**src/hdl/flow_pkg.sv**
```systemverilog
// Purpose: Shared constants for the program-flow and status control block.
// Assumes: 250 MHz system clock, register port with one-cycle read latency.
// Notes:   Register indices are word offsets on the plain register port.
package flow_pkg;
  localparam int unsigned PC_W          = 10;
  localparam int unsigned STK_DEPTH     = 5;
  localparam int unsigned NUM_IRQ       = 5;
  localparam int unsigned CFG_W         = 14;
  localparam logic [9:0]  RESET_VEC     = 10'h000;
  localparam logic [9:0]  IRQ_VEC       = 10'h001;
  localparam logic [9:0]  CFG_ADDR      = 10'h3fc;
  localparam logic [13:0] CFG_ERASED    = 14'h3fff;
  // Config word fields
  localparam int unsigned CFG_GUARD_N   = 13;
  localparam int unsigned CFG_HALF_N    = 12;
  localparam int unsigned CFG_BROWNOUT  = 11;
  localparam int unsigned CFG_CLOCK_SOURCE_SEL_LO   = 8;
  localparam int unsigned CFG_PIN_RST   = 7;
  localparam int unsigned CFG_WDT_RST   = 6;
  localparam int unsigned CFG_OSC_FREQ  = 5;
  // Status register fields
  localparam int unsigned ST_TIMEOUT    = 4;
  localparam int unsigned ST_SLEEP      = 3;
  localparam int unsigned ST_ZERO       = 2;
  localparam int unsigned ST_HALF       = 1;
  localparam int unsigned ST_CARRY      = 0;
  localparam logic [7:0]  STATUS_RST    = 8'h00;
  // Register port map
  localparam logic [3:0]  REG_STATUS    = 4'h0;
  localparam logic [3:0]  REG_IRQ_PEND  = 4'h1;
  localparam logic [3:0]  REG_IRQ_EN    = 4'h2;
  localparam logic [3:0]  REG_PC_LO     = 4'h3;
  localparam logic [3:0]  REG_PC_HI     = 4'h4;
  localparam logic [3:0]  REG_ACC       = 4'h5;
  localparam logic [3:0]  REG_CFG_LO    = 4'h6;
  localparam logic [3:0]  REG_CFG_HI    = 4'h7;
  localparam logic [3:0]  REG_FLOW      = 4'h8;
  // Instruction operation codes presented by the external decoder
  typedef enum logic [3:0] {
    OP_NEXT   = 4'h0,
    OP_JUMP   = 4'h1,
    OP_CALL   = 4'h2,
    OP_RET    = 4'h3,
    OP_RETURN_FROM_INTERRUPT   = 4'h4,
    OP_RETLIT = 4'h5,
    OP_PCLO   = 4'h6,
    OP_ALU    = 4'h7,
    OP_CLEAR_WATCHDOG_INSTRUCTION = 4'h8,
    OP_SLEEP  = 4'h9
  } flow_op_t;
  typedef enum logic [2:0] {
    ALU_ADD = 3'h0,
    ALU_SUB = 3'h1,
    ALU_AND = 3'h2,
    ALU_OR  = 3'h3,
    ALU_XOR = 3'h4,
    ALU_SHL = 3'h5,
    ALU_SHR = 3'h6,
    ALU_MOV = 3'h7
  } alu_op_t;
  typedef enum logic [1:0] {
    ST_LOADCFG = 2'b00,
    ST_RUN     = 2'b01,
    ST_FLUSH   = 2'b10
  } core_state_t;
endpackage

```
**src/hdl/cpu_flow_status_irq_reset.sv**
```systemverilog
// Purpose: Program counter, return stack, flags, status, interrupt entry
//          and reset handling for a small 8-bit core.
// Assumes: Instruction decode is outside; it presents op codes one per
//          instruction cycle and reads exec_strobe to know when to apply.
// Notes:   One instruction cycle is two sys_clk phases.
//
// Implementation choices: the strobed register port and the register offsets.
`timescale 1ns/1ns
`default_nettype none
// Function
// - Ten-bit program counter addresses 1K words and normally increments.
// - Reset starts at address zero; interrupt entry goes to address one.
// - Call and jump load the full ten-bit target from the instruction.
// - Return, interrupt return and literal return pop the stack top.
// - Other writes of the low eight bits keep the upper two bits.
// - Return stack holds five ten-bit entries.
// - Call and interrupt entry push the return address, last in first out.
// - Eight-bit ALU with add, subtract, shifts, logic and an accumulator.
// - Subtract carry and half carry hold inverted borrows.
// - ALU writes to status flags are suppressed when the op sets flags; computed flags win.
// - Timeout flag cleared by power-on, brownout, clear-watchdog, sleep.
// - Sleep flag cleared by power-on, brownout, clear-watchdog; sleep sets.
// - Five sources, one vector, one level, per-source enables, no priority.
// - Events set pending flags regardless of enable.
// - Enabled pending source taken at cycle end; call to one, in-service set.
// - In-service clears in the instruction after interrupt return.
// - Requests are levels on pending flags; service code clears them.
// - Power-on reset restores defaults; config word then selects modes.
// - Pin reset, if enabled, keeps timeout and sleep; watchdog reset keeps sleep, sets timeout.
// - Fourteen-bit config word at 3FCh, erased value 3FFFh, read only.
// - Config bit 13 low blocks programming-tool readback.
// - Config bit 6 high: watchdog overflow resets, else wake-timer event.
// - Instruction cycle is two halves; PC updates first, fetch latches second.
// - Branches take two cycles because the fetched word is flushed.
module cpu_flow_status_irq_reset
  import flow_pkg::*;
(
  // Clock and reset
  input  wire logic        sys_clk,
  input  wire logic        rst,
  // Reset sources (rst is power-on; the others are synchronous levels)
  input  wire logic        brownout_reset,
  input  wire logic        pin_reset_n,
  input  wire logic        watchdog_overflow,
  // Program memory
  output logic [9:0]       pmem_addr,
  output logic             pmem_rd,
  input  wire logic [13:0] pmem_data,
  output logic [13:0]      instr_ff,
  // Instruction stream from the decoder
  input  wire logic [3:0]  op,
  input  wire logic [9:0]  op_target,
  input  wire logic [7:0]  op_pclo,
  input  wire logic [2:0]  alu_op,
  input  wire logic [7:0]  alu_operand,
  input  wire logic        alu_to_acc,
  input  wire logic        alu_dest_status,
  input  wire logic        alu_sets_flags,
  output logic             exec_strobe,
  output logic [7:0]       alu_result_ff,
  // Interrupt sources
  input  wire logic [4:0]  irq_event,
  output logic             in_service,
  // Decoded configuration and reset outputs
  output logic [13:0]      config_word,
  output logic             readout_guard_n,
  output logic             second_half_mode_n,
  output logic [1:0]      clock_source_sel,
  output logic             wake_timer_irq,
  output logic             core_reset,
  // Register port
  input  wire logic [3:0]  reg_addr,
  input  wire logic [7:0]  reg_wdata,
  input  wire logic        reg_wr,
  input  wire logic        reg_rd,
  output logic [7:0]       reg_rdata
);

  core_state_t      state_ff;
  logic             phase_ff;
  logic [9:0]       pc_ff;
  logic [9:0]       stack_ff [STK_DEPTH];
  logic [2:0]       sp_ff;
  logic [7:0]       acc_ff;
  logic [7:0]       status_ff;
  logic [4:0]       pend_ff;
  logic [4:0]       irq_en_ff;
  logic             isr_ff;
  logic             isr_clr_ff;
  logic [13:0]      cfg_ff;
  logic [1:0]       cfg_step_ff;
  logic             flush_arm_ff;
  logic [7:0]       rdata_ff;
  logic             phase_one;
  logic             phase_two;
  logic             soft_rst;
  logic             take_irq;
  logic [9:0]       nxt_pc;
  logic             branch;
  logic [8:0]       sum9;
  logic [4:0]       low5;
  logic [7:0]       alu_res;
  logic             alu_c;
  logic             alu_dc;
  logic             exec;

  assign phase_one = (phase_ff == 1'b0);
  assign phase_two = (phase_ff == 1'b1);
  // Pin reset and watchdog reset only act when the config word enables them
  assign soft_rst = (!pin_reset_n && cfg_ff[CFG_PIN_RST]) ||
                    (watchdog_overflow && cfg_ff[CFG_WDT_RST]);
  assign exec = (state_ff == ST_RUN) && phase_one;
  assign exec_strobe = exec;
  assign take_irq = exec && !isr_ff && |(pend_ff & irq_en_ff);
  assign branch = take_irq ||
                  (flow_op_t'(op) inside {OP_JUMP, OP_CALL, OP_RET, OP_RETURN_FROM_INTERRUPT,
                                          OP_RETLIT, OP_PCLO});

  // Config word decode
  assign config_word        = cfg_ff;
  assign readout_guard_n    = cfg_ff[CFG_GUARD_N];
  assign second_half_mode_n = cfg_ff[CFG_HALF_N];
  assign clock_source_sel   = cfg_ff[CFG_CLOCK_SOURCE_SEL_LO+1:CFG_CLOCK_SOURCE_SEL_LO];
  assign wake_timer_irq     = watchdog_overflow && !cfg_ff[CFG_WDT_RST];
  assign core_reset         = soft_rst;
  assign in_service         = isr_ff;
  assign reg_rdata          = rdata_ff;
  assign pmem_addr = (state_ff == ST_LOADCFG) ? CFG_ADDR : pc_ff;
  assign pmem_rd   = (state_ff == ST_LOADCFG) || phase_two;

  // Next program counter
  always_comb begin
    nxt_pc = pc_ff + 10'h001;
    if (take_irq) begin
      nxt_pc = IRQ_VEC;
    end else begin
      unique case (flow_op_t'(op))
        OP_JUMP, OP_CALL: nxt_pc = op_target;
        OP_RET, OP_RETURN_FROM_INTERRUPT, OP_RETLIT:
          nxt_pc = stack_ff[(sp_ff == 3'd0) ? 3'(STK_DEPTH - 1)
                                             : sp_ff - 3'd1];
        OP_PCLO: nxt_pc = {pc_ff[9:8], op_pclo};
        default: nxt_pc = pc_ff + 10'h001;
      endcase
    end
  end

  // ALU datapath; subtraction flags are inverted borrows
  always_comb begin
    sum9    = 9'h000;
    low5    = 5'h00;
    alu_res = 8'h00;
    alu_c   = status_ff[ST_CARRY];
    alu_dc  = status_ff[ST_HALF];
    unique case (alu_op_t'(alu_op))
      ALU_ADD: begin
        sum9    = {1'b0, acc_ff} + {1'b0, alu_operand};
        low5    = {1'b0, acc_ff[3:0]} + {1'b0, alu_operand[3:0]};
        alu_res = sum9[7:0];
        alu_c   = sum9[8];
        alu_dc  = low5[4];
      end
      ALU_SUB: begin
        sum9    = {1'b0, alu_operand} - {1'b0, acc_ff};
        low5    = {1'b0, alu_operand[3:0]} - {1'b0, acc_ff[3:0]};
        alu_res = sum9[7:0];
        alu_c   = !sum9[8];
        alu_dc  = !low5[4];
      end
      ALU_AND: alu_res = acc_ff & alu_operand;
      ALU_OR:  alu_res = acc_ff | alu_operand;
      ALU_XOR: alu_res = acc_ff ^ alu_operand;
      ALU_SHL: begin
        alu_res = {alu_operand[6:0], status_ff[ST_CARRY]};
        alu_c   = alu_operand[7];
      end
      ALU_SHR: begin
        alu_res = {status_ff[ST_CARRY], alu_operand[7:1]};
        alu_c   = alu_operand[0];
      end
      ALU_MOV: alu_res = alu_operand;
    endcase
  end

  // Sequencer: config load, two-phase run, flush after branches
  always_ff @(posedge sys_clk or posedge rst) begin
    if (rst) begin
      state_ff    <= ST_LOADCFG;
      phase_ff    <= 1'b0;
      cfg_step_ff <= 2'b00;
      flush_arm_ff <= 1'b0;
    end else if (brownout_reset || soft_rst) begin
      state_ff    <= ST_LOADCFG;
      phase_ff    <= 1'b0;
      cfg_step_ff <= 2'b00;
    end else begin
      unique case (state_ff)
        ST_LOADCFG: begin
          // Memory answers one cycle after the address; wait it out
          cfg_step_ff <= cfg_step_ff + 2'b01;
          if (cfg_step_ff == 2'b01) begin
            state_ff <= ST_FLUSH;
          end
        end
        ST_RUN: begin
          phase_ff <= !phase_ff;
          if (exec && branch) begin
            state_ff <= ST_FLUSH;
          end
        end
        ST_FLUSH: begin
          // Whole refill cycle: both halves must pass before the next execute
          phase_ff <= !phase_ff;
          flush_arm_ff <= phase_one;
          if (phase_two && flush_arm_ff) begin
            state_ff <= ST_RUN;
          end
        end
        default: state_ff <= ST_LOADCFG;
      endcase
    end
  end

  // Config latch, captured only while the core is held
  always_ff @(posedge sys_clk or posedge rst) begin
    if (rst) begin
      cfg_ff <= CFG_ERASED;
    end else if (state_ff == ST_LOADCFG && cfg_step_ff == 2'b01) begin
      cfg_ff <= pmem_data;
    end
  end

  // Fetch latch in second phase
  always_ff @(posedge sys_clk or posedge rst) begin
    if (rst) begin
      instr_ff <= 14'h0000;
    end else if (state_ff != ST_LOADCFG && phase_two) begin
      instr_ff <= pmem_data;
    end
  end

  // Program counter, updated in the first phase
  always_ff @(posedge sys_clk or posedge rst) begin
    if (rst) begin
      pc_ff <= RESET_VEC;
    end else if (brownout_reset || soft_rst || state_ff == ST_LOADCFG) begin
      pc_ff <= RESET_VEC;
    end else if (exec) begin
      pc_ff <= nxt_pc;
    end
  end

  // Return stack; pushes past five wrap over the oldest entry
  always_ff @(posedge sys_clk or posedge rst) begin
    if (rst) begin
      sp_ff <= 3'd0;
      for (int i = 0; i < STK_DEPTH; i++) begin
        stack_ff[i] <= 10'h000;
      end
    end else if (brownout_reset || soft_rst) begin
      sp_ff <= 3'd0;
    end else if (exec) begin
      if (take_irq || flow_op_t'(op) == OP_CALL) begin
        // Interrupt pushes the address of the instruction it displaced
        stack_ff[sp_ff] <= take_irq ? pc_ff : pc_ff + 10'h001;
        sp_ff <= (sp_ff == 3'(STK_DEPTH - 1)) ? 3'd0 : sp_ff + 3'd1;
      end else if (flow_op_t'(op) inside {OP_RET, OP_RETURN_FROM_INTERRUPT, OP_RETLIT}) begin
        sp_ff <= (sp_ff == 3'd0) ? 3'(STK_DEPTH - 1) : sp_ff - 3'd1;
      end
    end
  end

  // Accumulator and result register
  always_ff @(posedge sys_clk or posedge rst) begin
    if (rst) begin
      acc_ff        <= 8'h00;
      alu_result_ff <= 8'h00;
    end else if (brownout_reset || soft_rst) begin
      acc_ff        <= 8'h00;
      alu_result_ff <= 8'h00;
    end else if (exec && !take_irq && flow_op_t'(op) == OP_ALU) begin
      alu_result_ff <= alu_res;
      if (alu_to_acc) begin
        acc_ff <= alu_res;
      end
    end else if (reg_wr && reg_addr == REG_ACC) begin
      acc_ff <= reg_wdata;
    end
  end

  // Status: arithmetic flags and reset-cause flags
  always_ff @(posedge sys_clk or posedge rst) begin
    if (rst) begin
      status_ff <= STATUS_RST;
    end else if (brownout_reset) begin
      status_ff <= STATUS_RST;
    end else if (soft_rst) begin
      // Cause flags survive; timeout records a watchdog reset
      status_ff[2:0] <= 3'b000;
      if (watchdog_overflow) begin
        status_ff[ST_TIMEOUT] <= 1'b1;
      end
    end else begin
      if (watchdog_overflow) begin
        status_ff[ST_TIMEOUT] <= 1'b1;
      end else if (exec && !take_irq &&
                   flow_op_t'(op) inside {OP_CLEAR_WATCHDOG_INSTRUCTION, OP_SLEEP}) begin
        status_ff[ST_TIMEOUT] <= 1'b0;
      end
      if (exec && !take_irq && flow_op_t'(op) == OP_SLEEP) begin
        status_ff[ST_SLEEP] <= 1'b1;
      end else if (exec && !take_irq && flow_op_t'(op) == OP_CLEAR_WATCHDOG_INSTRUCTION) begin
        status_ff[ST_SLEEP] <= 1'b0;
      end
      if (exec && !take_irq && flow_op_t'(op) == OP_ALU) begin
        if (alu_sets_flags) begin
          // Computed flags override any result aimed at status
          status_ff[ST_ZERO]  <= (alu_res == 8'h00);
          status_ff[ST_HALF]  <= alu_dc;
          status_ff[ST_CARRY] <= alu_c;
        end else if (alu_dest_status) begin
          status_ff[2:0] <= alu_res[2:0];
        end
      end else if (reg_wr && reg_addr == REG_STATUS) begin
        status_ff[2:0] <= reg_wdata[2:0];
      end
    end
  end

  // Pending flags: events set regardless of enable, set beats clear
  always_ff @(posedge sys_clk or posedge rst) begin
    if (rst) begin
      pend_ff <= 5'h00;
    end else if (brownout_reset || soft_rst) begin
      pend_ff <= 5'h00;
    end else if (reg_wr && reg_addr == REG_IRQ_PEND) begin
      pend_ff <= (pend_ff & reg_wdata[4:0]) | irq_event;
    end else begin
      pend_ff <= pend_ff | irq_event;
    end
  end

  // Enable register
  always_ff @(posedge sys_clk or posedge rst) begin
    if (rst) begin
      irq_en_ff <= 5'h00;
    end else if (brownout_reset || soft_rst) begin
      irq_en_ff <= 5'h00;
    end else if (reg_wr && reg_addr == REG_IRQ_EN) begin
      irq_en_ff <= reg_wdata[4:0];
    end
  end

  // In-service flag; clear is delayed one instruction after return
  always_ff @(posedge sys_clk or posedge rst) begin
    if (rst) begin
      isr_ff     <= 1'b0;
      isr_clr_ff <= 1'b0;
    end else if (brownout_reset || soft_rst) begin
      isr_ff     <= 1'b0;
      isr_clr_ff <= 1'b0;
    end else if (take_irq) begin
      isr_ff     <= 1'b1;
      isr_clr_ff <= 1'b0;
    end else if (exec) begin
      if (isr_clr_ff) begin
        isr_ff     <= 1'b0;
        isr_clr_ff <= 1'b0;
      end else if (flow_op_t'(op) == OP_RETURN_FROM_INTERRUPT) begin
        isr_clr_ff <= 1'b1;
      end
    end
  end

  // Register read port, data valid the cycle after the strobe
  always_ff @(posedge sys_clk or posedge rst) begin
    if (rst) begin
      rdata_ff <= 8'h00;
    end else if (reg_rd) begin
      unique case (reg_addr)
        REG_STATUS:   rdata_ff <= {3'b000, status_ff[4:0]};
        REG_IRQ_PEND: rdata_ff <= {3'b000, pend_ff};
        REG_IRQ_EN:   rdata_ff <= {3'b000, irq_en_ff};
        REG_PC_LO:    rdata_ff <= pc_ff[7:0];
        REG_PC_HI:    rdata_ff <= {6'h00, pc_ff[9:8]};
        REG_ACC:      rdata_ff <= acc_ff;
        REG_CFG_LO:   rdata_ff <= cfg_ff[7:0];
        REG_CFG_HI:   rdata_ff <= {2'b00, cfg_ff[13:8]};
        REG_FLOW:     rdata_ff <= {4'h0, sp_ff, isr_ff};
        default:      rdata_ff <= 8'h00;
      endcase
    end else begin
      rdata_ff <= 8'h00;
    end
  end

endmodule
`default_nettype wire

```
**config.mk**
```make
export PLATFORM = sky130hd
export DESIGN_NAME = cpu_flow_status_irq_reset
export DESIGN_NICKNAME = d
export VERILOG_FILES = /design/src/hdl/flow_pkg.sv /design/src/hdl/cpu_flow_status_irq_reset.sv
export SDC_FILE = /design/constraint.sdc
export NUM_CORES = 1
export LEC_CHECK = 0
export ABC_AREA = 1
export BUFFER_PORTS_ARGS = -buffer_cell sky130_fd_sc_hd__buf_2
export CAP_MARGIN = 20
export CORE_MARGIN = 2
export CORE_UTILIZATION = 30
export CTS_CLUSTER_DIAMETER = 150
export DETAILED_ROUTE_END_ITERATION = 12
export PLACE_DENSITY_LB_ADDON = 0.08
export SYNTH_ARGS = -nofsm -noshare
export SYNTH_HDL_FRONTEND = slang
export SYNTH_SLANG_ARGS = --single-unit
export TNS_END_PERCENT = 50
```
**constraint.sdc**
```tcl
create_clock -name sys_clk -period 5.6 [get_ports sys_clk]
set_input_delay 1.12 -clock sys_clk [delete_from_list [all_inputs] [get_ports sys_clk]]
set_output_delay 1.12 -clock sys_clk [all_outputs]
set_load 0.02 [all_outputs]
```
==> qor.yml, run 1 <==
worst_path_most_repeated_cell: "inv_1"
clockBufferDepth: 2
dieArea_um2: 30600
yosysWarnings: 0
met1Wirelength_mm: 14.9
synth_cell_type_count: 52
path_class: "flop to primary output"
cap_violations: 0
ctsHoldBuffers: 0
synth-seq-area-share_pct: 39.6
initial_core_util_pct: 30.5
dp_cells: 1668
worst-endpoint-arrival_ns: 2.09
powerDensity_nw_per_um2: 363
ios: 137
core_area_um2: 28700
dr.pass1.iters: 5
cts_buffers: 17
grt_usage_pct: 19.9
dp_hpwl_mm: 22.9
min_period_over_period_pct: 57.4
cpMaxStageDelayCell: "ha_1"
die_w_um: 175
synth_edf_count: 0
grt_antenna_before_repair: 0
final_cell_count_no_fill: 1700
layout_common_cells: "nand2_1, inv_1, buf_2"
relSlewSlack_pct: 43.6
ctsResizeCount: 0
grt_max_degree: 63
overflow: 0
syn-instance-count: 1190
min_to: "instr_ff[10]$_DFFE_PP0P_"
mostFrequentLayoutCell: "nand2_1"
p_switching_mw: 1.53
ff2ff_setup_slack_ns: 2.77
status: "completed"
drive_above_1_share_pct: 18.7
worstRegToRegCells: 10
cts_root_buffer: "clkbuf_16"
antenna_cells: 0
synthFlopType: "dfrtp_1"
fmax_mhz: 311
drcViolationCount: 0
timing.final.hold_violations: 0
power_frac_seq_pct: 35.5
syn2layout_area_growth_pct: 17.5
syn_area_um2: 8760
maxSlewViolCount: 0
cts_tree: "done"
holdCritPathClass: "flop to flop"
post-cts-setup-buffers: 0
r2r-end: "stack_ff[6]$_DFFE_PP0P_"
routed_via_density: 4.88
clock_latency_ns: 0.43
p_sw_share_pct: 41.0
cts_htree_levels: 4
power.share.clock_pct: 31.0
clock-sinks: 138
wl_per_cell_um: 17.6
ys_ff_latch: 138
path_cells: "inv_1 -> ha_1 -> inv_1 -> nand2_1 -> buf_2"
cpPeakStageDelay_ns: 0.45
min_path_cells: 2
tns_ns: 0
grt_first_pass_wirelength_mm: 47.3
gp_congestion: 0.821
die_h_um: 175
syn_avg_cell_area_um2: 7.36
hold_start: "instr_ff[10]$_DFFE_PP0P_"
rows: 62
leakage_nw: 5.09
fin_crit_ns: 3.21
p_comb_share_pct: 33.5
wl_met3_mm: 1.37
endpoint_kind: "primary output"
wl_mm: 30.0
portBuffers: 136
drtAntennaViolNets: 0
grt_pass1_vias: 8137
tightest_slew_ns: 0.844
crit_fanout: 13
top_layer_used: "met4"
synth-async-reset-ratio_pct: 100
clk_pin_slew_worst_paths_ns: 0.07
vias: 8299
peakVddDrop_v: 0.000264
drt_iter0_drc: 514
worst_ep_required_time_ns: 4.48
synth_nets: 1300
met2WireLength_mm: 13.4
rsz0062_at_grt: "false"
r2r-start: "config_word[6]$_DFFE_PP1P_"
cp-start-kind: "flop"
p_int_mw: 2.21
fin_nets: 1413
setup_viol_count_final: 0
skew_ns: 0.0151
sequential cells by signal, summed over array words and instances, names as in the netlist, 3 cells and up:
name and count:
irq_en_ff 5, instr_ff 14, alu_result_ff 8, pc_ff 10, reg_rdata 8, pend_ff 5, config_word 14, stack_ff 50
acc_ff 8, sp_ff 3, status_ff 5
worst max path at each step:
stage,start,end,cells after the start
detailed placement,watchdog_overflow,stack_ff[5]$_DFFE_PP0P_,11
floorplan,rst,acc_ff[0]$_DFFE_PP0P_,1
CTS,state_ff[0]$_DFFE_PP0P_,pmem_addr[9],5
global placement,watchdog_overflow,stack_ff[1]$_DFFE_PP0P_,11
finish,state_ff[1]$_DFFE_PP0P_,pmem_addr[9],5
global route,watchdog_overflow,stack_ff[29]$_DFFE_PP0P_,11
kinds of logic (layout without fill, tap and decap cells):
kind of cell,count (synthesis),in the layout,synth area share (%)
AOI/OAI and AO/OA,288,288,18.4
adders and majority gates,36,36,5.31
xor gates and xnor gates,12,12,1.20
DFF,138,138,39.6
and+or+nand+nor,506,506,25.3
buffers and inverters,210,336,10.1
metrics by stage:
stage	hold slack, ns	total power, mW	util (%)	worst slack, ns	cell area (um2)
finish	0.490	3.74	35.9	2.39	10300
global route	0.506	3.99	35.9	2.11	10300
CTS	0.491	3.78	35.9	2.34	10300
detailed placement	0.473	2.61	33.8	1.94	9700
global placement	0.467	2.61	33.8	2.06	9700
floorplan	0.445	2.16	-	0.807	8760
cells in the mapped netlist (2+ instances only):
cell,n,area (um2)
clkinv_1,2,7.51
a31oi_1,6,37.5
a2111oi_0,2,17.5
buf_6,4,45.0
o22ai_1,21,131
dfrtp_1,124,3100
o221ai_1,5,43.8
xnor2_1,3,26.3
buf_4,9,67.6
nand2_4,2,22.5
nor3_1,7,35.0
ha_1,34,425
nor3_2,3,30.0
o21ai_2,5,43.8
o21ai_0,92,460
o211ai_1,6,45.0
fa_1,2,40.0
a21oi_1,50,250
o211a_1,2,20.0
inv_4,3,18.8
a221oi_1,4,35.0
buf_2,22,110
clkbuf_1,13,48.8
inv_2,19,71.3
nor2_1,86,323
inv_1,137,514
xor2_1,9,78.8
nand2_2,6,37.5
nor4_1,2,12.5
nand2_1,278,1040
nor2_2,3,18.8
a21oi_2,4,35.0
nand3_2,2,20.0
nand4_1,26,163
nor2_4,5,56.3
o21ai_1,82,410
dfstp_2,14,368
nand3_1,82,410
per-layer routing:
layer,GRT usage [%],vias up
li1,-,4163
met1,28.6,3919
met2,31.3,196
met3,3.72,21
met4,3.96,0
met5,0,-
worst max-delay path: cells and delay by family, from the launching register on:
family	cells	cell delay, ns
flip-flops	1	0.40
AND/OR/NAND/NOR	1	0.16
adder cells (fa/ha/maj)	1	0.45
buffers and inverters	3	0.65
final cells by class:
cell class | instances | area (um2)
repair buffers | 143 | 733
fillers | 3164 | 18400
inverters | 161 | 617
clock buffers | 18 | 439
clock inverters | 14 | 151
well taps | 384 | 480
flip-flops and latches | 138 | 3470
multi-input cells | 842 | 4400
power groups by stage:
stage                     sequential, mW  combinational (mW)  clock (mW)
after floorplan                     1.43               0.728           0
after global placement              1.35                1.26           0
after detailed placement            1.35                1.26           0
after CTS                           1.34                1.26        1.19
after global routing                1.35                1.40        1.23
final                               1.33                1.25        1.16
Power figures use the tool's default switching activity.
==> run 2: changes to the inputs <==
- clock period: 5.6 -> 3.3 ns (I/O delays scaled with it)
==> run 2 against run 1 <==
Compared with the run above: non-clock buffer count grew 4; largest cell class unchanged; critical path depth is the same; combinational power is 69% higher; clock skew is 0.0071 ns higher; wire length about the same; first-iteration DRC count up 24%; critical path type unchanged.
==> qor.yml, run 2 (synthesized netlist as in run 1, its figures left out) <==
status: "completed"
antenna_cells: 0  # unchanged
die_w_um: 175  # unchanged
clock_latency_ns: 0.44  # about the same
overflow: 0  # unchanged
worst_path_most_repeated_cell: "inv_1"
ios: 137  # unchanged
drive_above_1_share_pct: 18.9  # +0.25 points
wl_per_cell_um: 17.6  # -0.31%
cts_htree_levels: 4  # unchanged
clock-sinks: 138  # unchanged
mostFrequentLayoutCell: "nand2_1"
worst-endpoint-arrival_ns: 2.07  # -0.02 ns
ctsHoldBuffers: 0  # unchanged
maxSlewViolCount: 0  # unchanged
clk_pin_slew_worst_paths_ns: 0.08  # about the same
cap_violations: 0  # unchanged
portBuffers: 136  # unchanged
cp-start-kind: "flop"
endpoint_kind: "primary output"
vias: 8408  # +1.3%
layout_common_cells: "nand2_1, inv_1, buf_2"
power.share.clock_pct: 31.2  # +0.2 points
power_frac_seq_pct: 35.5  # about the same
rsz0062_at_grt: "false"
holdCritPathClass: "input pin to async pin"
leakage_nw: 5.11  # +0.37%
core_area_um2: 28700  # unchanged
fmax_mhz: 366
clockBufferDepth: 2  # unchanged
crit_fanout: 13  # unchanged
grt_antenna_before_repair: 0  # unchanged
p_sw_share_pct: 40.8  # -0.20 points
crit_family: "buffers and inverters"
ctsResizeCount: 0  # unchanged
p_comb_share_pct: 33.3  # -0.2 points
fin_nets: 1417  # +0.28%
drt_iter0_drc: 637  # +24%
cts_root_buffer: "clkbuf_16"
post-cts-setup-buffers: 0  # unchanged
timing.final.hold_violations: 0  # unchanged
wl_mm: 30.0  # about the same
worst_ep_required_time_ns: 2.64  # -1.84 ns
routed_via_density: 4.93  # +1.1%
powerDensity_nw_per_um2: 613  # +69%
grt_max_degree: 139  # +120%
cts_buffers: 17  # unchanged
drcViolationCount: 0  # unchanged
grt_first_pass_wirelength_mm: 47.0  # -0.68%
grt_pass1_vias: 8257  # +1.5%
dieArea_um2: 30600  # unchanged
path_cells: "inv_1 -> ha_1 -> inv_1 -> nand2_1 -> buf_2"
peakVddDrop_v: 0.000413  # +56%
dp_hpwl_mm: 22.5  # -1.7%
min_period_over_period_pct: 82.9
p_switching_mw: 2.59  # +69%
cpMaxStageDelayCell: "ha_1"
rows: 62  # unchanged
largest_register_ffs: 50  # unchanged
die_h_um: 175  # unchanged
p_int_mw: 3.75  # +70%
dr.pass1.iters: 5  # unchanged
cp_num_buf_inv: 3  # unchanged
tns_ns: 0  # unchanged
n_fill_cell: 3175  # +0.35%
grt_usage_pct: 19.7  # -0.20 points
initial_core_util_pct: 30.5  # unchanged
cpPeakStageDelay_ns: 0.48  # +0.03 ns
cts_tree: "done"
setup_viol_count_final: 0  # unchanged
relSlewSlack_pct: 42.3  # -1.3 points
skew_ns: 0.0221  # +0.00709 ns
post-route-util_pct: 36.0  # +0.14 points
drtAntennaViolNets: 0  # unchanged
gp_congestion: 0.889  # +8.3%
fin_crit_ns: 2.73
path_class: "flop to primary output"
syn2layout_area_growth_pct: 18.0
regMostFlops: "stack_ff"
tightest_slew_ns: 0.856  # +0.0128 ns
run 2: cell types whose count changed in the layout (fill, tap and decap cells not counted), sizes merged:
| cell | previous run | this run |
|---|---|---|
| buf | 143 | 147 |
| clkinv | 5 | 4 |
| clkinvlp | 2 | 3 |
run 2: power groups by stage:
stage	logic, mW	clock network, mW	registers (mW)
after floorplan	1.24	0	2.43
after global placement	2.12	0	2.29
after detailed placement	2.13	0	2.28
after CTS	2.13	2.01	2.25
after global routing	2.36	2.09	2.29
final	2.11	1.98	2.25
run 2: worst reg2reg max path, stage by stage (launching register included):
cell,delay [ns]
dfrtp_1,0.43
inv_1,0.16
ha_1,0.28
ha_1,0.53
inv_1,0.34
o21ai_1,0.35
nand3_1,0.13
nand3_1,0.13
o21ai_1,0.08
run 2: path summary, 6_finish.rpt:
kind	startpoint	cells after the start	slack (ns)	endpoint
max in group asynchronous	rst	3	2.27	status_ff[0]$_DFFE_PP0P_
worst min register to register	instr_ff[2]$_DFFE_PP0P_	2	0.49	instr_ff[2]$_DFFE_PP0P_
worst min-delay path	rst	3	0.41	flush_arm_ff$_DFFE_PP0P_
worst max register to register	sp_ff[0]$_DFFE_PP0P_	8	0.75	pc_ff[5]$_DFFE_PP0P_
worst max-delay path	state_ff[1]$_DFFE_PP0P_	5	0.57	pmem_addr[3]
min in group sys_clk	irq_event[2]	3	0.45	pend_ff[2]$_DFF_PP0_
run 2: layer usage:
layer	vias to the layer above	global-route usage, %	wire, um
met2	233	31.3	13600
met4	0	4.58	336
li1	4172	-	-
met5	-	0	0
met3	28	3.66	1600
met1	3975	27.8	14500
run 2: metrics by stage:
| step | cell area, um2 | worst slack, ns | hold slack [ns] | total power [mW] | cells |
|---|---|---|---|---|---|
| 2_1_floorplan | 8760 | 0.930 | 0.445 | 3.67 | 1190 |
| 3_3_place_gp | 9740 | 0.538 | 0.466 | 4.42 | 1672 |
| 3_5_place_dp | 9740 | 0.552 | 0.473 | 4.41 | 1672 |
| 4_1_cts | 10300 | 0.547 | 0.449 | 6.40 | 1704 |
| 5_1_grt | 10300 | 0.396 | 0.456 | 6.73 | 1704 |
| 6_report | 10300 | 0.566 | 0.409 | 6.34 | 1704 |
run 2: final cells by class:
| cell class | count | area, um2 | share of cell area (%) |
|---|---|---|---|
| clock inverter | 14 | 151 | 1.47 |
| timing repair buffer | 147 | 776 | 7.51 |
| tap | 384 | 480 | 4.65 |
| multi-input combinational | 842 | 4400 | 42.6 |
| inverter | 161 | 616 | 5.96 |
| sequential | 138 | 3470 | 33.6 |
| clock buffer | 18 | 439 | 4.25 |
==> run 3: changes to the inputs <==
- clock period: 3.3 -> 2.7 ns (I/O delays scaled with it)
==> run 3 against run 2 <==
Compared with the run above: design area up 1.7%; register-to-register slack worse by 0.46 ns; final cell count up 1.2%; global-route usage down 0.061 points; sequential power up 22%; clock-buffer cell count unchanged; power up 23%; critical path depth up 7; via count down 0.71%; clock power up 21%; wire length down 1.6%; sequential cell count unchanged.
==> qor.yml, run 3 (synthesized netlist as in run 1, its figures left out) <==
drcViolationCount: 0  # unchanged
n_fill_cell: 3153  # -0.69%
worst-endpoint-arrival_ns: 2.72  # +0.65 ns
grt_antenna_before_repair: 0  # unchanged
initial_core_util_pct: 30.5  # unchanged
path_class: "flop to flop"
routed_via_density: 4.84  # -1.9%
timing.final.hold_violations: 0  # unchanged
relSlewSlack_pct: 48.8  # +6.5 points
maxSlewViolCount: 0  # unchanged
cp-start-kind: "flop"
antenna_cells: 0  # unchanged
min_period_over_period_pct: 89.4
wl_per_cell_um: 17.1  # -2.7%
fin_area_um2: 10500  # +1.7%
clock_latency_ns: 0.43  # about the same
multiInputGateArea_um2: 4400  # about the same
gp_congestion: 0.866  # -2.5%
r2r-end: "pc_ff[0]$_DFFE_PP0P_"
fin_crit_ns: 2.41
largest_register_ffs: 50  # unchanged
tns_ns: 0  # unchanged
cap_violations: 0  # unchanged
worstSetupStartpoint: "sp_ff[0]$_DFFE_PP0P_"
ios: 137  # unchanged
endpoint_kind: "flop"
placed_area_um2: 9920  # +1.8%
layout_common_cells: "nand2_1, inv_1, buf_2"
setup_viol_count_final: 0  # unchanged
rsz0062_at_grt: "false"
holdCritPathClass: "input pin to flop"
cts_root_buffer: "clkbuf_16"
leakage_nw: 5.21  # +2.0%
r2r-start: "sp_ff[0]$_DFFE_PP0P_"
powerDensity_nw_per_um2: 741  # +21%
die_w_um: 175  # unchanged
final-seq-area_um2: 3470  # unchanged
regMostFlops: "stack_ff"
vias: 8348  # -0.71%
skew_ns: 0.0135  # -0.00863 ns
fin_nets: 1437  # +1.4%
fmax_mhz: 414
peakVddDrop_v: 0.000645  # +56%
grt_max_degree: 139  # unchanged
grt_usage_pct: 19.6  # -0.061 points
crit_fanout: 8  # -5
drtAntennaViolNets: 0  # unchanged
worstRegToRegCells: 12  # +4
portBuffers: 136  # unchanged
dp_hpwl_mm: 22.6  # +0.51%
min_to: "pend_ff[2]$_DFF_PP0_"
dr.pass1.iters: 6  # +1
die_h_um: 175  # unchanged
grt_first_pass_wirelength_mm: 47.0  # +0.10%
mostFrequentLayoutCell: "nand2_1"
syn2layout_area_growth_pct: 20.0
clockBufferDepth: 2  # unchanged
drt_iter0_drc: 465  # -27%
cts_htree_levels: 4  # unchanged
grt_pass1_vias: 8253  # -0.048%
overflow: 0  # unchanged
hold_start: "irq_event[2]"
status: "completed"
drive_above_1_share_pct: 20.2  # +1.3 points
cts_tree: "done"
tightest_slew_ns: 0.768  # -0.0886 ns
cts_buffers: 17  # unchanged
post-cts-setup-buffers: 0  # unchanged
core_area_um2: 28700  # unchanged
worst_ep_required_time_ns: 3.01  # +0.37 ns
min_path_cells: 3
clock-sinks: 138  # unchanged
wl_mm: 29.5  # -1.6%
rows: 62  # unchanged
dieArea_um2: 30600  # unchanged
ff2ff_setup_slack_ns: 0.29  # -0.46 ns
clk_pin_slew_worst_paths_ns: 0.07  # about the same
run 3: what timing repair did:
action	in CTS	in global routing
resized for setup	0	1
hold buffers	0	0
setup endpoints to repair	0	3
run 3: power breakdown:
part	internal [mW]	switching, mW
Combinational	0.834	1.81
Sequential	2.47	0.276
Clock	1.34	1.06
Total	4.64	3.15
run 3: final cells by class:
type                    instances  area share (%)
clock buffers                  18            4.18
clock inverters                14            1.46
inverters                     161            5.86
multi-input cells             842            41.9
flip-flops and latches        138            33.0
well taps                     384            4.57
repair buffers                167            9.05
run 3: per-layer routing:
metal | track usage (%) | vias up | share of wire (%)
met4 | 6.25 | 0 | 2.2
li1 | - | 4208 | -
met5 | 0 | - | 0
met2 | 30.2 | 225 | 44
met1 | 27.8 | 3879 | 49
met3 | 3.81 | 36 | 5.2
run 3: worst max-delay path, stage by stage, from the launching register on:
cell	delay, ns
dfrtp_1	0.44
inv_1	0.16
ha_1	0.28
ha_1	0.20
nor2_2	0.19
inv_2	0.13
buf_4	0.18
o211ai_1	0.15
o21ai_1	0.12
o21ai_1	0.18
nor2_1	0.06
o21ai_1	0.13
o21ai_1	0.07
run 3: how the worst max path moves through the flow:
stage | slack (ns) | end
after global placement | 0.18 | acc_ff[4]$_DFFE_PP0P_
after CTS | 0.16 | pc_ff[0]$_DFFE_PP0P_
final | 0.29 | pc_ff[0]$_DFFE_PP0P_
after floorplan | 0.45 | acc_ff[0]$_DFFE_PP0P_
after detailed placement | 0.20 | pc_ff[0]$_DFFE_PP0P_
after global routing | 0.04 | pc_ff[0]$_DFFE_PP0P_
run 3: through the flow:
stage          instances  util (%)  setup slack (ns)  hold WS, ns  total power, mW
2_1_floorplan       1190         -             0.450        0.445             4.49
3_5_place_dp        1692      34.6             0.198        0.472             5.43
5_1_grt             1724      36.6            0.0394        0.329             8.29
6_report            1724      36.6             0.287        0.332             7.79
3_3_place_gp        1692      34.6             0.177        0.467             5.44
4_1_cts             1724      36.6             0.161        0.314             7.88
